$ cat src/logic/sepr_pkg.sv
// shared constants and carrier types for the switch engine stats and priority remap bank
package sepr_pkg;

	// register indices as they appear on the management interface
	localparam logic [15:0] IDX_INGRESS_DROP_P2 = 16'h1852;
	localparam logic [15:0] IDX_REMAP_P0 = 16'h1855;
	localparam logic [15:0] IDX_REMAP_P1 = 16'h1856;
	localparam logic [15:0] IDX_REMAP_P2 = 16'h1857;
	localparam logic [15:0] IDX_UNLEARNED_P0 = 16'h1858;
	localparam logic [15:0] IDX_UNLEARNED_P1 = 16'h1859;
	localparam logic [15:0] IDX_UNLEARNED_P2 = 16'h185a;
	localparam logic [15:0] IDX_IRQ_GATE = 16'h1880;

	// counter limits and reset values
	localparam logic [31:0] CNT_RESET = 32'h0000_0000;
	localparam logic [31:0] CNT_MAX = 32'hffff_ffff;

	// remap table layout: eight 3-bit entries, entry n at bits 3n+2:3n
	localparam int NUM_PORTS = 3;
	localparam int NUM_PRIO = 8;
	localparam int PRIO_W = 3;
	localparam int TABLE_W = NUM_PRIO * PRIO_W;
	localparam logic [23:0] REMAP_RESET = 24'hfa_c688;

	// mask register: bit 0, set after reset
	localparam int IRQ_GATE_BIT = 0;
	localparam logic IRQ_GATE_RESET = 1'b1;

	// management access request
	typedef struct packed {
		logic rd;
		logic wr;
		logic [15:0] idx;
		logic [31:0] wdata;
	} sepr_req_t;

	// one frame priority lookup per port
	typedef struct packed {
		logic valid;
		logic [1:0] port;
		logic [2:0] prio;
	} sepr_prio_req_t;

	// priority result toward egress queue selection
	typedef struct packed {
		logic valid;
		logic [1:0] port;
		logic [2:0] prio;
	} sepr_prio_rsp_t;

endpackage

$ cat src/logic/sepr_sat_counter.sv
// saturating clear-on-read event counter
`timescale 1ns/1ps

module sepr_sat_counter
(
	// clock and reset
	input wire logic mclk,
	input wire logic reset,
	// event and read-clear
	input wire logic event_pulse,
	input wire logic clear_on_read,
	// value
	output logic [31:0] count
);
	logic [31:0] count_reg;
	logic [31:0] count_next;

	// clear on read; an event in the read cycle starts the new count
	always_comb
	begin
		count_next = count_reg;
		if (clear_on_read)
			count_next = event_pulse ? 32'h0000_0001 : sepr_pkg::CNT_RESET;
		else if (event_pulse && count_reg != sepr_pkg::CNT_MAX)
			count_next = count_reg + 32'h0000_0001; // stops at all ones
	end

	// register
	always_ff @(posedge mclk)
	begin
		if (reset)
			count_reg <= sepr_pkg::CNT_RESET;
		else
			count_reg <= count_next;
	end

	assign count = count_reg;
endmodule

$ cat src/logic/sepr_regbank.sv
// register bank: port 2 filtered counter, priority remap tables, learn discard counters, irq gate
`timescale 1ns/1ps

module sepr_regbank
(
	// clock and reset
	input wire logic mclk,
	input wire logic reset,
	// management register access
	input wire sepr_pkg::sepr_req_t mgmt_req,
	output logic [31:0] mgmt_rdata,
	output logic mgmt_rvalid,
	// switch engine events
	input wire logic port2_ingress_filtered,
	input wire logic port2_rate_limit_drop,
	input wire logic [2:0] learn_discard,
	input wire logic [15:0] engine_pending,
	// priority lookup
	input wire sepr_pkg::sepr_prio_req_t prio_req,
	output sepr_pkg::sepr_prio_rsp_t prio_rsp,
	// system interrupt request
	output logic engine_irq
);
	localparam int NP = sepr_pkg::NUM_PORTS;
	localparam int PW = sepr_pkg::PRIO_W;
	localparam int TW = sepr_pkg::TABLE_W;

	// pick one entry out of a table
	function automatic logic [2:0] remap_lookup(input logic [23:0] tbl, input logic [2:0] p);
		remap_lookup = tbl[p * PW +: PW];
	endfunction

	logic [TW-1:0] remap_reg [NP];
	logic [TW-1:0] remap_next [NP];
	logic gate_reg;
	logic gate_next;
	logic [31:0] rdata_reg;
	logic [31:0] rdata_next;
	logic rvalid_reg;
	logic rvalid_next;
	sepr_pkg::sepr_prio_rsp_t prio_reg;
	sepr_pkg::sepr_prio_rsp_t prio_next;
	logic irq_reg;
	logic irq_next;

	logic [31:0] drop_cnt;
	logic [31:0] lrn_cnt [NP];
	logic drop_clr;
	logic [NP-1:0] lrn_clr;
	logic drop_evt;

	// only filter events count; rate-limit drops are tallied elsewhere
	assign drop_evt = port2_ingress_filtered & ~port2_rate_limit_drop;
	assign drop_clr = mgmt_req.rd && mgmt_req.idx == sepr_pkg::IDX_INGRESS_DROP_P2;

	// port 2 filtered counter
	sepr_sat_counter u_drop_cnt
	(
		.mclk(mclk),
		.reset(reset),
		.event_pulse(drop_evt),
		.clear_on_read(drop_clr),
		.count(drop_cnt)
	);

	// learn discard counters, one per port
	generate
		for (genvar g = 0; g < NP; g++)
		begin : g_lrn
			assign lrn_clr[g] = mgmt_req.rd
				&& mgmt_req.idx == sepr_pkg::IDX_UNLEARNED_P0 + 16'(g);
			sepr_sat_counter u_lrn_cnt
			(
				.mclk(mclk),
				.reset(reset),
				.event_pulse(learn_discard[g]),
				.clear_on_read(lrn_clr[g]),
				.count(lrn_cnt[g])
			);
		end
	endgenerate

	// register writes and read data
	always_comb
	begin
		for (int i = 0; i < NP; i++)
			remap_next[i] = remap_reg[i];
		gate_next = gate_reg;
		rdata_next = 32'h0000_0000;
		rvalid_next = mgmt_req.rd;
		if (mgmt_req.wr)
		begin
			for (int i = 0; i < NP; i++)
				if (mgmt_req.idx == sepr_pkg::IDX_REMAP_P0 + 16'(i))
					remap_next[i] = mgmt_req.wdata[TW-1:0];
			if (mgmt_req.idx == sepr_pkg::IDX_IRQ_GATE)
				gate_next = mgmt_req.wdata[sepr_pkg::IRQ_GATE_BIT];
		end
		if (mgmt_req.rd)
		begin
			unique case (mgmt_req.idx)
				sepr_pkg::IDX_INGRESS_DROP_P2: rdata_next = drop_cnt;
				sepr_pkg::IDX_REMAP_P0: rdata_next = {8'h00, remap_reg[0]};
				sepr_pkg::IDX_REMAP_P1: rdata_next = {8'h00, remap_reg[1]};
				sepr_pkg::IDX_REMAP_P2: rdata_next = {8'h00, remap_reg[2]};
				sepr_pkg::IDX_UNLEARNED_P0: rdata_next = lrn_cnt[0];
				sepr_pkg::IDX_UNLEARNED_P1: rdata_next = lrn_cnt[1];
				sepr_pkg::IDX_UNLEARNED_P2: rdata_next = lrn_cnt[2];
				sepr_pkg::IDX_IRQ_GATE: rdata_next = {31'h0000_0000, gate_reg};
				default: rdata_next = 32'h0000_0000; // unmapped reads zero
			endcase
		end
	end

	// priority remap toward egress queue selection
	always_comb
	begin
		prio_next.valid = prio_req.valid;
		prio_next.port = prio_req.port;
		prio_next.prio = prio_req.prio;
		if (prio_req.port < 2'(NP))
			prio_next.prio = remap_lookup(remap_reg[prio_req.port], prio_req.prio);
		else
			prio_next.valid = 1'b0; // no such port
	end

	// interrupt request: pending status is an input and is never touched here
	always_comb
	begin
		irq_next = (|engine_pending) & ~gate_reg;
	end

	// register all state
	always_ff @(posedge mclk)
	begin
		if (reset)
		begin
			for (int i = 0; i < NP; i++)
				remap_reg[i] <= sepr_pkg::REMAP_RESET;
			gate_reg <= sepr_pkg::IRQ_GATE_RESET;
			rdata_reg <= 32'h0000_0000;
			rvalid_reg <= 1'b0;
			prio_reg <= '0;
			irq_reg <= 1'b0;
		end
		else
		begin
			for (int i = 0; i < NP; i++)
				remap_reg[i] <= remap_next[i];
			gate_reg <= gate_next;
			rdata_reg <= rdata_next;
			rvalid_reg <= rvalid_next;
			prio_reg <= prio_next;
			irq_reg <= irq_next;
		end
	end

	// outputs straight from flip-flops
	assign mgmt_rdata = rdata_reg;
	assign mgmt_rvalid = rvalid_reg;
	assign prio_rsp = prio_reg;
	assign engine_irq = irq_reg;
endmodule

$ cat config.mk
export PLATFORM = sky130hd
export DESIGN_NAME = sepr_regbank
export DESIGN_NICKNAME = d
export VERILOG_FILES = /design/src/logic/sepr_pkg.sv /design/src/logic/sepr_sat_counter.sv /design/src/logic/sepr_regbank.sv
export SDC_FILE = /design/constraint.sdc
export NUM_CORES = 1
export LEC_CHECK = 0
export BUFFER_PORTS_ARGS = -buffer_cell sky130_fd_sc_hd__buf_4
export CORE_MARGIN = 1.5
export CORE_UTILIZATION = 55
export CTS_CLUSTER_DIAMETER = 30
export DETAILED_ROUTE_END_ITERATION = 8
export MAX_ROUTING_LAYER = met4
export PLACE_DENSITY = 0.87
export SLEW_MARGIN = 20
export SYNTH_ARGS = -nofsm -noshare
export SYNTH_HDL_FRONTEND = slang
export SYNTH_SLANG_ARGS = --single-unit
$ cat constraint.sdc
create_clock -name mclk -period 5.2 [get_ports mclk]
set_clock_uncertainty 0.2 [all_clocks]
set_input_delay 0.52 -clock mclk [delete_from_list [all_inputs] [get_ports mclk]]
set_output_delay 0.52 -clock mclk [all_outputs]
set_load 0.01 [all_outputs]
# After elaboration in Yosys (flattened, before gate mapping)

Memory sizes are Yosys's and may differ from the RTL's.
Cells that the tools add are included.

Bits in writable memories: 72
Memories kept: 1
Memory bits (read-only): 0
Bits of input ports: 79
Flip-flop bits (word level): 169
Word-level logic and storage cells: 80
Latch bits: 0
Output and inout port bits: 40

Memories:

| memory    | depth | bits a word | rd ports | clocked after memory_dff | wr ports | line               | source |
|---|---|---|---|---|---|---|---|
| remap_reg | 3     | 24          | 4        | 0                        | 3        | sepr_regbank.sv:33 | `logic [TW-1:0] remap_reg [NP];` |

Divide/modulo/power cells: 0
Equal/unequal tests: 12
Shifts and indexed selects: 1
Magnitude comparators: 1
Mux-type cells: 24
Reductions and logical operators: 16
Bitwise operators: 9
$mul: 1
$add $sub $neg: 4

Operators with widths:

| kind                                                                | number |
|---|---|
| 32-bit 2-to-1 mux                                                   | 8 |
| 32-bit case mux with 8 select lines                                 | 1 |
| 24-bit 2-to-1 mux                                                   | 6 |
| 32-bit by 1-bit adder with 32-bit output (second input constant)    | 4 |
| 16-bit by 13-bit == test with 1-bit output (second input constant)  | 8 |
| 32-bit inequality test (second input constant)                      | 4 |
| 72-bit 2-to-1 mux                                                   | 1 |
| 24-bit by 6-bit indexed part select with 3-bit output               | 1 |
| 16-bit OR reduction                                                 | 1 |
| 1-bit logical AND                                                   | 8 |
| 2-bit nonzero test                                                  | 4 |
| 1-bit 2-to-1 mux                                                    | 7 |
| 3-bit by 2-bit multiplier with 5-bit output (second input constant) | 1 |
| 1-bit inverter                                                      | 4 |
| 2-bit OR reduction                                                  | 2 |
| 3-bit 2-to-1 mux                                                    | 1 |
| 1-bit bitwise OR                                                    | 3 |
| 1-bit bitwise AND                                                   | 2 |
| 2-bit < comparator (second input constant)                          | 1 |
| 2-bit AND reduction                                                 | 1 |

# Logic depth before layout (Yosys ltp)

Depth in word-level cells: 5
Depth in mapped cells: 9
Depth with buffers taken out: 7

# Modules after synthesis

Synthesis repeated with hierarchy kept, for this count alone.

Cell total of the unflattened synthesis: 1540
Area total of the unflattened synthesis: 12911.1 µm²

Modules (own cells, without submodules):

| module           | area each (µm²) | cells each | times used |
|---|---|---|---|
| sepr_sat_counter | 1746.7          | 206        | 4 |
| sepr_regbank     | 5924.4          | 716        | 1 |

# Least setup slack after synthesis

Ideal clock, no wire load.

Path kind: input port to flip-flop
From: in mgmt_req[46] (netlist name)
To: reg u_drop_cnt.count_reg[13], in the netlist u_drop_cnt.count[13]
Cell stages on the path: 8
Slack: 2268 ps
Setup time: 70 ps
Arrival time: 2661 ps
Cells stage by stage: or4_1 -> buf_2 -> nor4_4 -> a21oi_1 -> and2_1 -> buf_2 -> or4_1 -> a21oi_1

Longest elaborated chain between the ends: 3
Elaborated cells on any way between the ends: 4

RTL lines:

| what                                                           | line                   | source |
|---|---|---|
| from (decl)                                                    | sepr_regbank.sv:10     | `input wire sepr_pkg::sepr_req_t mgmt_req,` |
| 16-bit by 13-bit == test with 1-bit output (*)                 | sepr_regbank.sv:54     | `assign drop_clr = mgmt_req.rd && mgmt_req.idx == sepr_pkg::IDX_INGRESS_DROP_P2;` |
| 1-bit logical AND (*)                                          | sepr_regbank.sv:54     |  |
| 32-bit 2-to-1 mux / 2-bit nonzero test (equally long branches) | n/a                    |  |
| to (signal assigned)                                           | sepr_sat_counter.sv:32 | `count_reg <= sepr_pkg::CNT_RESET;` |
| to (signal assigned)                                           | sepr_sat_counter.sv:34 | `count_reg <= count_next;` |
| to (decl)                                                      | sepr_sat_counter.sv:15 | `logic [31:0] count_reg;` |

Mark *: on every way between the ends. The rest lies on a longest branch, timed or not.
A chain may end at the register's enable or synchronous reset.

==> impl_metrics.toml <==
[run_status]
status = "finished, violations left"
violations = "DRC"

[clock_network]
cts_inserted_buffers = 45
ctsResizeCount = 0
tritoncts = "built"
cts.path.max_buffers = 3
post_cts_buffers = 0
clkTransAtPathRegs_ns = 0.05
clock_latency_ns = 0.54
cts_sinks = 241
cts-root-buf = "clkbuf_16"
cts_hold_buf = 0
htree_num_levels = 2

[synthesis]
synth_top_area_cell = "dfxtp_1"
synth.cell_area_mm2 = 0.0119
synth-edff-count = 0
yosysSeqAreaShare_pct = 40.6
synthMuxAreaShare_pct = 6.44
synthCells = 1392
synth_warnings = 0
synth_commonest_cells = "241 x dfxtp_1, 203 x nand2_1, 125 x nor2_1"
synthArstFlopShare_pct = 0
synthAdderAreaFrac_pct = 0.421
synth_seq_cells = 241
synth.area.top_cells = "dfxtp_1 41%, nand2_1 6.4%, a21oi_1 4.6%"
syn_avg_cell_area_um2 = 8.53
synth_most_common_cell = "dfxtp_1"
synth_nets = 1475
synth_top_area_share_pct = 40.6
synth_top_family_by_area = "simple AND/OR/NAND/NOR gates"
synth_simple_gate_area_share_pct = 26.6
synth_xor_area_share_pct = 7.38
synth_compound_area_share_pct = 15.1
synth.distinct_cells = 62
synth_ff_type = "dfxtp_1"

[sta]
finalCriticalPeriod_ns = 3.35
hold_violations = 0
drv_slew = 0
worst_pin_slew_ns = 1.08
finalCritPeriodShare_pct = 64.4
finalSetupViolCount = 0
clock.fmax_ghz = 0.298
setup_tns_ns = 0
slew_headroom_pct = 28.0
timing.hold.ws_ns = 0.0102
rsz0062_at_grt = "false"

[floorplanning]
start_util_pct = 56.3
die_w_um = 150
die_area_mm2 = 0.0225
pin_count = 119
core_region_area_mm2 = 0.0211
die_h_um = 150
rows = 53

[cells_and_area]
area_growth_pct = 22.2
nets = 1554
fill_cells = 1547
layout-drive-gt1-share_pct = 18.0
largest_reg_flops = 96
final_util_pct = 68.8
layoutNonFillerInstCount = 1784

[global_route]
grtUsageTotal_pct = 34.5
grt_overflow = 0
grt_pass1_vias = 11200
met1_usage_pct = 41.7
met2_usage_pct = 52.8
grt_use_met3_pct = 7.68
grt_start_max_net_pins = 91
grt_first_pass_wirelength_um = 59400
busiest_layer = "met2"
grt_antenna_before_repair = 1

[worst_setup_path]
start_kind = "input pin"
crit_start = "mgmt_req[46]"
worstSetupPathType = "input pin to flip-flop"
crit_path_end = "remap_reg[2][2]"
max_stage_delay_ns = 0.97
arrival_ns = 3.60
cp_top_family = "simple AND/OR/NAND/NOR gates"
r2r_cells = 7
rr_endpoint = "u_drop_cnt.count[15]"
worstReg2RegStart = "u_drop_cnt.count[0]"
r2r_slack_ns = 2.12
critPathSlowestCell = "and4_1"
crit_cells = 7
crit_top_cell = "buf_4"
crit_chain = "buf_4 -> or4_1 -> nor4_2 -> buf_4 -> and4_1 -> nand2_1 -> a21oi_1"
critPathRequiredTime_ns = 5.45
cp-end-kind = "flip-flop"
crit_buf_inv = 2
path_max_fanout = 29

[routing]
vias_per_cell = 6.60
firstDrtPassIters = 9
vias = 11800
ant_nets = 0
avgRoutedWirePerCell_um = 21.2
drc = 1
drtIter0Drc = 1520
drt-total-wl_um = 37800

[job]
cap_violations = 0

[place]
dp_hpwl_um = 24200
dp_cells = 1699
io_buffers = 110
place_congestion = 0.963

[pwr]
power.density_mw_per_mm2 = 362
p_leak_nw = 5.13
vdd_drop_max_uv = 252

[worst_hold_path]
worst_hold_path_type = "input pin to flip-flop"
cell families after synthesis:
family | Yosys count
AOI/OAI and AO/OA | 267
xor gates and xnor gates | 100
adders and majority gates | 4
buffers and inverters | 105
DFF | 241
muxes | 49
and+or+nand+nor | 626
how the worst min path moves through the flow:
stage | start | endpoint | slack (ns) | depth (start not counted)
finish | prio_req[5] | prio_rsp[5] | 0.01 | 3
global route | prio_req[5] | prio_rsp[5] | 0.009 | 3
CTS | prio_req[5] | prio_rsp[5] | 0.004 | 3
detailed placement | remap_reg[0][2] | remap_reg[0][2] | 0.26 | 2
global placement | remap_reg[1][8] | remap_reg[1][8] | 0.25 | 2
floorplan | gate_reg | engine_irq | 0.21 | 1
layout make-up:
class | count | area (um2) | area share, %
antenna | 1 | 2.50 | 0.0172
tap | 275 | 344 | 2.37
sequential | 241 | 4820 | 33.3
timing repair buffer | 125 | 938 | 6.47
inverter | 12 | 45.0 | 0.310
clock inverter | 30 | 414 | 2.85
clock buffer | 54 | 1250 | 8.63
multi-input combinational | 1046 | 6690 | 46.1
where the power goes:
group / internal [mW] / switching (mW)
combinational: 0.0762 / 0.117
clock: 2.14 / 1.05
sequential: 1.86 / 0.0101
through the flow:
stage / power (mW) / instance area (um2) / worst slack (ns)
after floorplan: 2.00 / 11900 / 2.27
after global placement: 2.08 / 12800 / 1.51
after detailed placement: 2.09 / 12800 / 1.43
after CTS: 5.25 / 14500 / 1.91
after global routing: 5.35 / 14500 / 1.72
final: 5.25 / 14500 / 1.85
per-layer routing:
layer / routed length [um] / share of wire (%) / vias up
met1: 14100 / 37 / 5566
li1: - / - / 5258
met2: 17300 / 46 / 781
met3: 4270 / 11 / 168
met5: 0 / 0 / -
met4: 2090 / 5.5 / 0
tightest hold or removal path, delay by kind of cell:
family	cells	cell delay, ns
AO/OA/AOI/OAI	1	0.04
buffers and inverters	2	0.16
cells in the final DEF, fill, tap and decap left out, types with 38 or more instances in the layout:
cell and n:
nand4_1 46, nand3b_1 39, buf_4 125, nand2_1 203
xor2_1 42, clkbuf_16 47, nor3_1 38, nor2_1 124
a21oi_1 108, dfxtp_1 241, nand3_1 52, xnor2_1 58
Note: power is estimated with default switching activity, not from simulation.
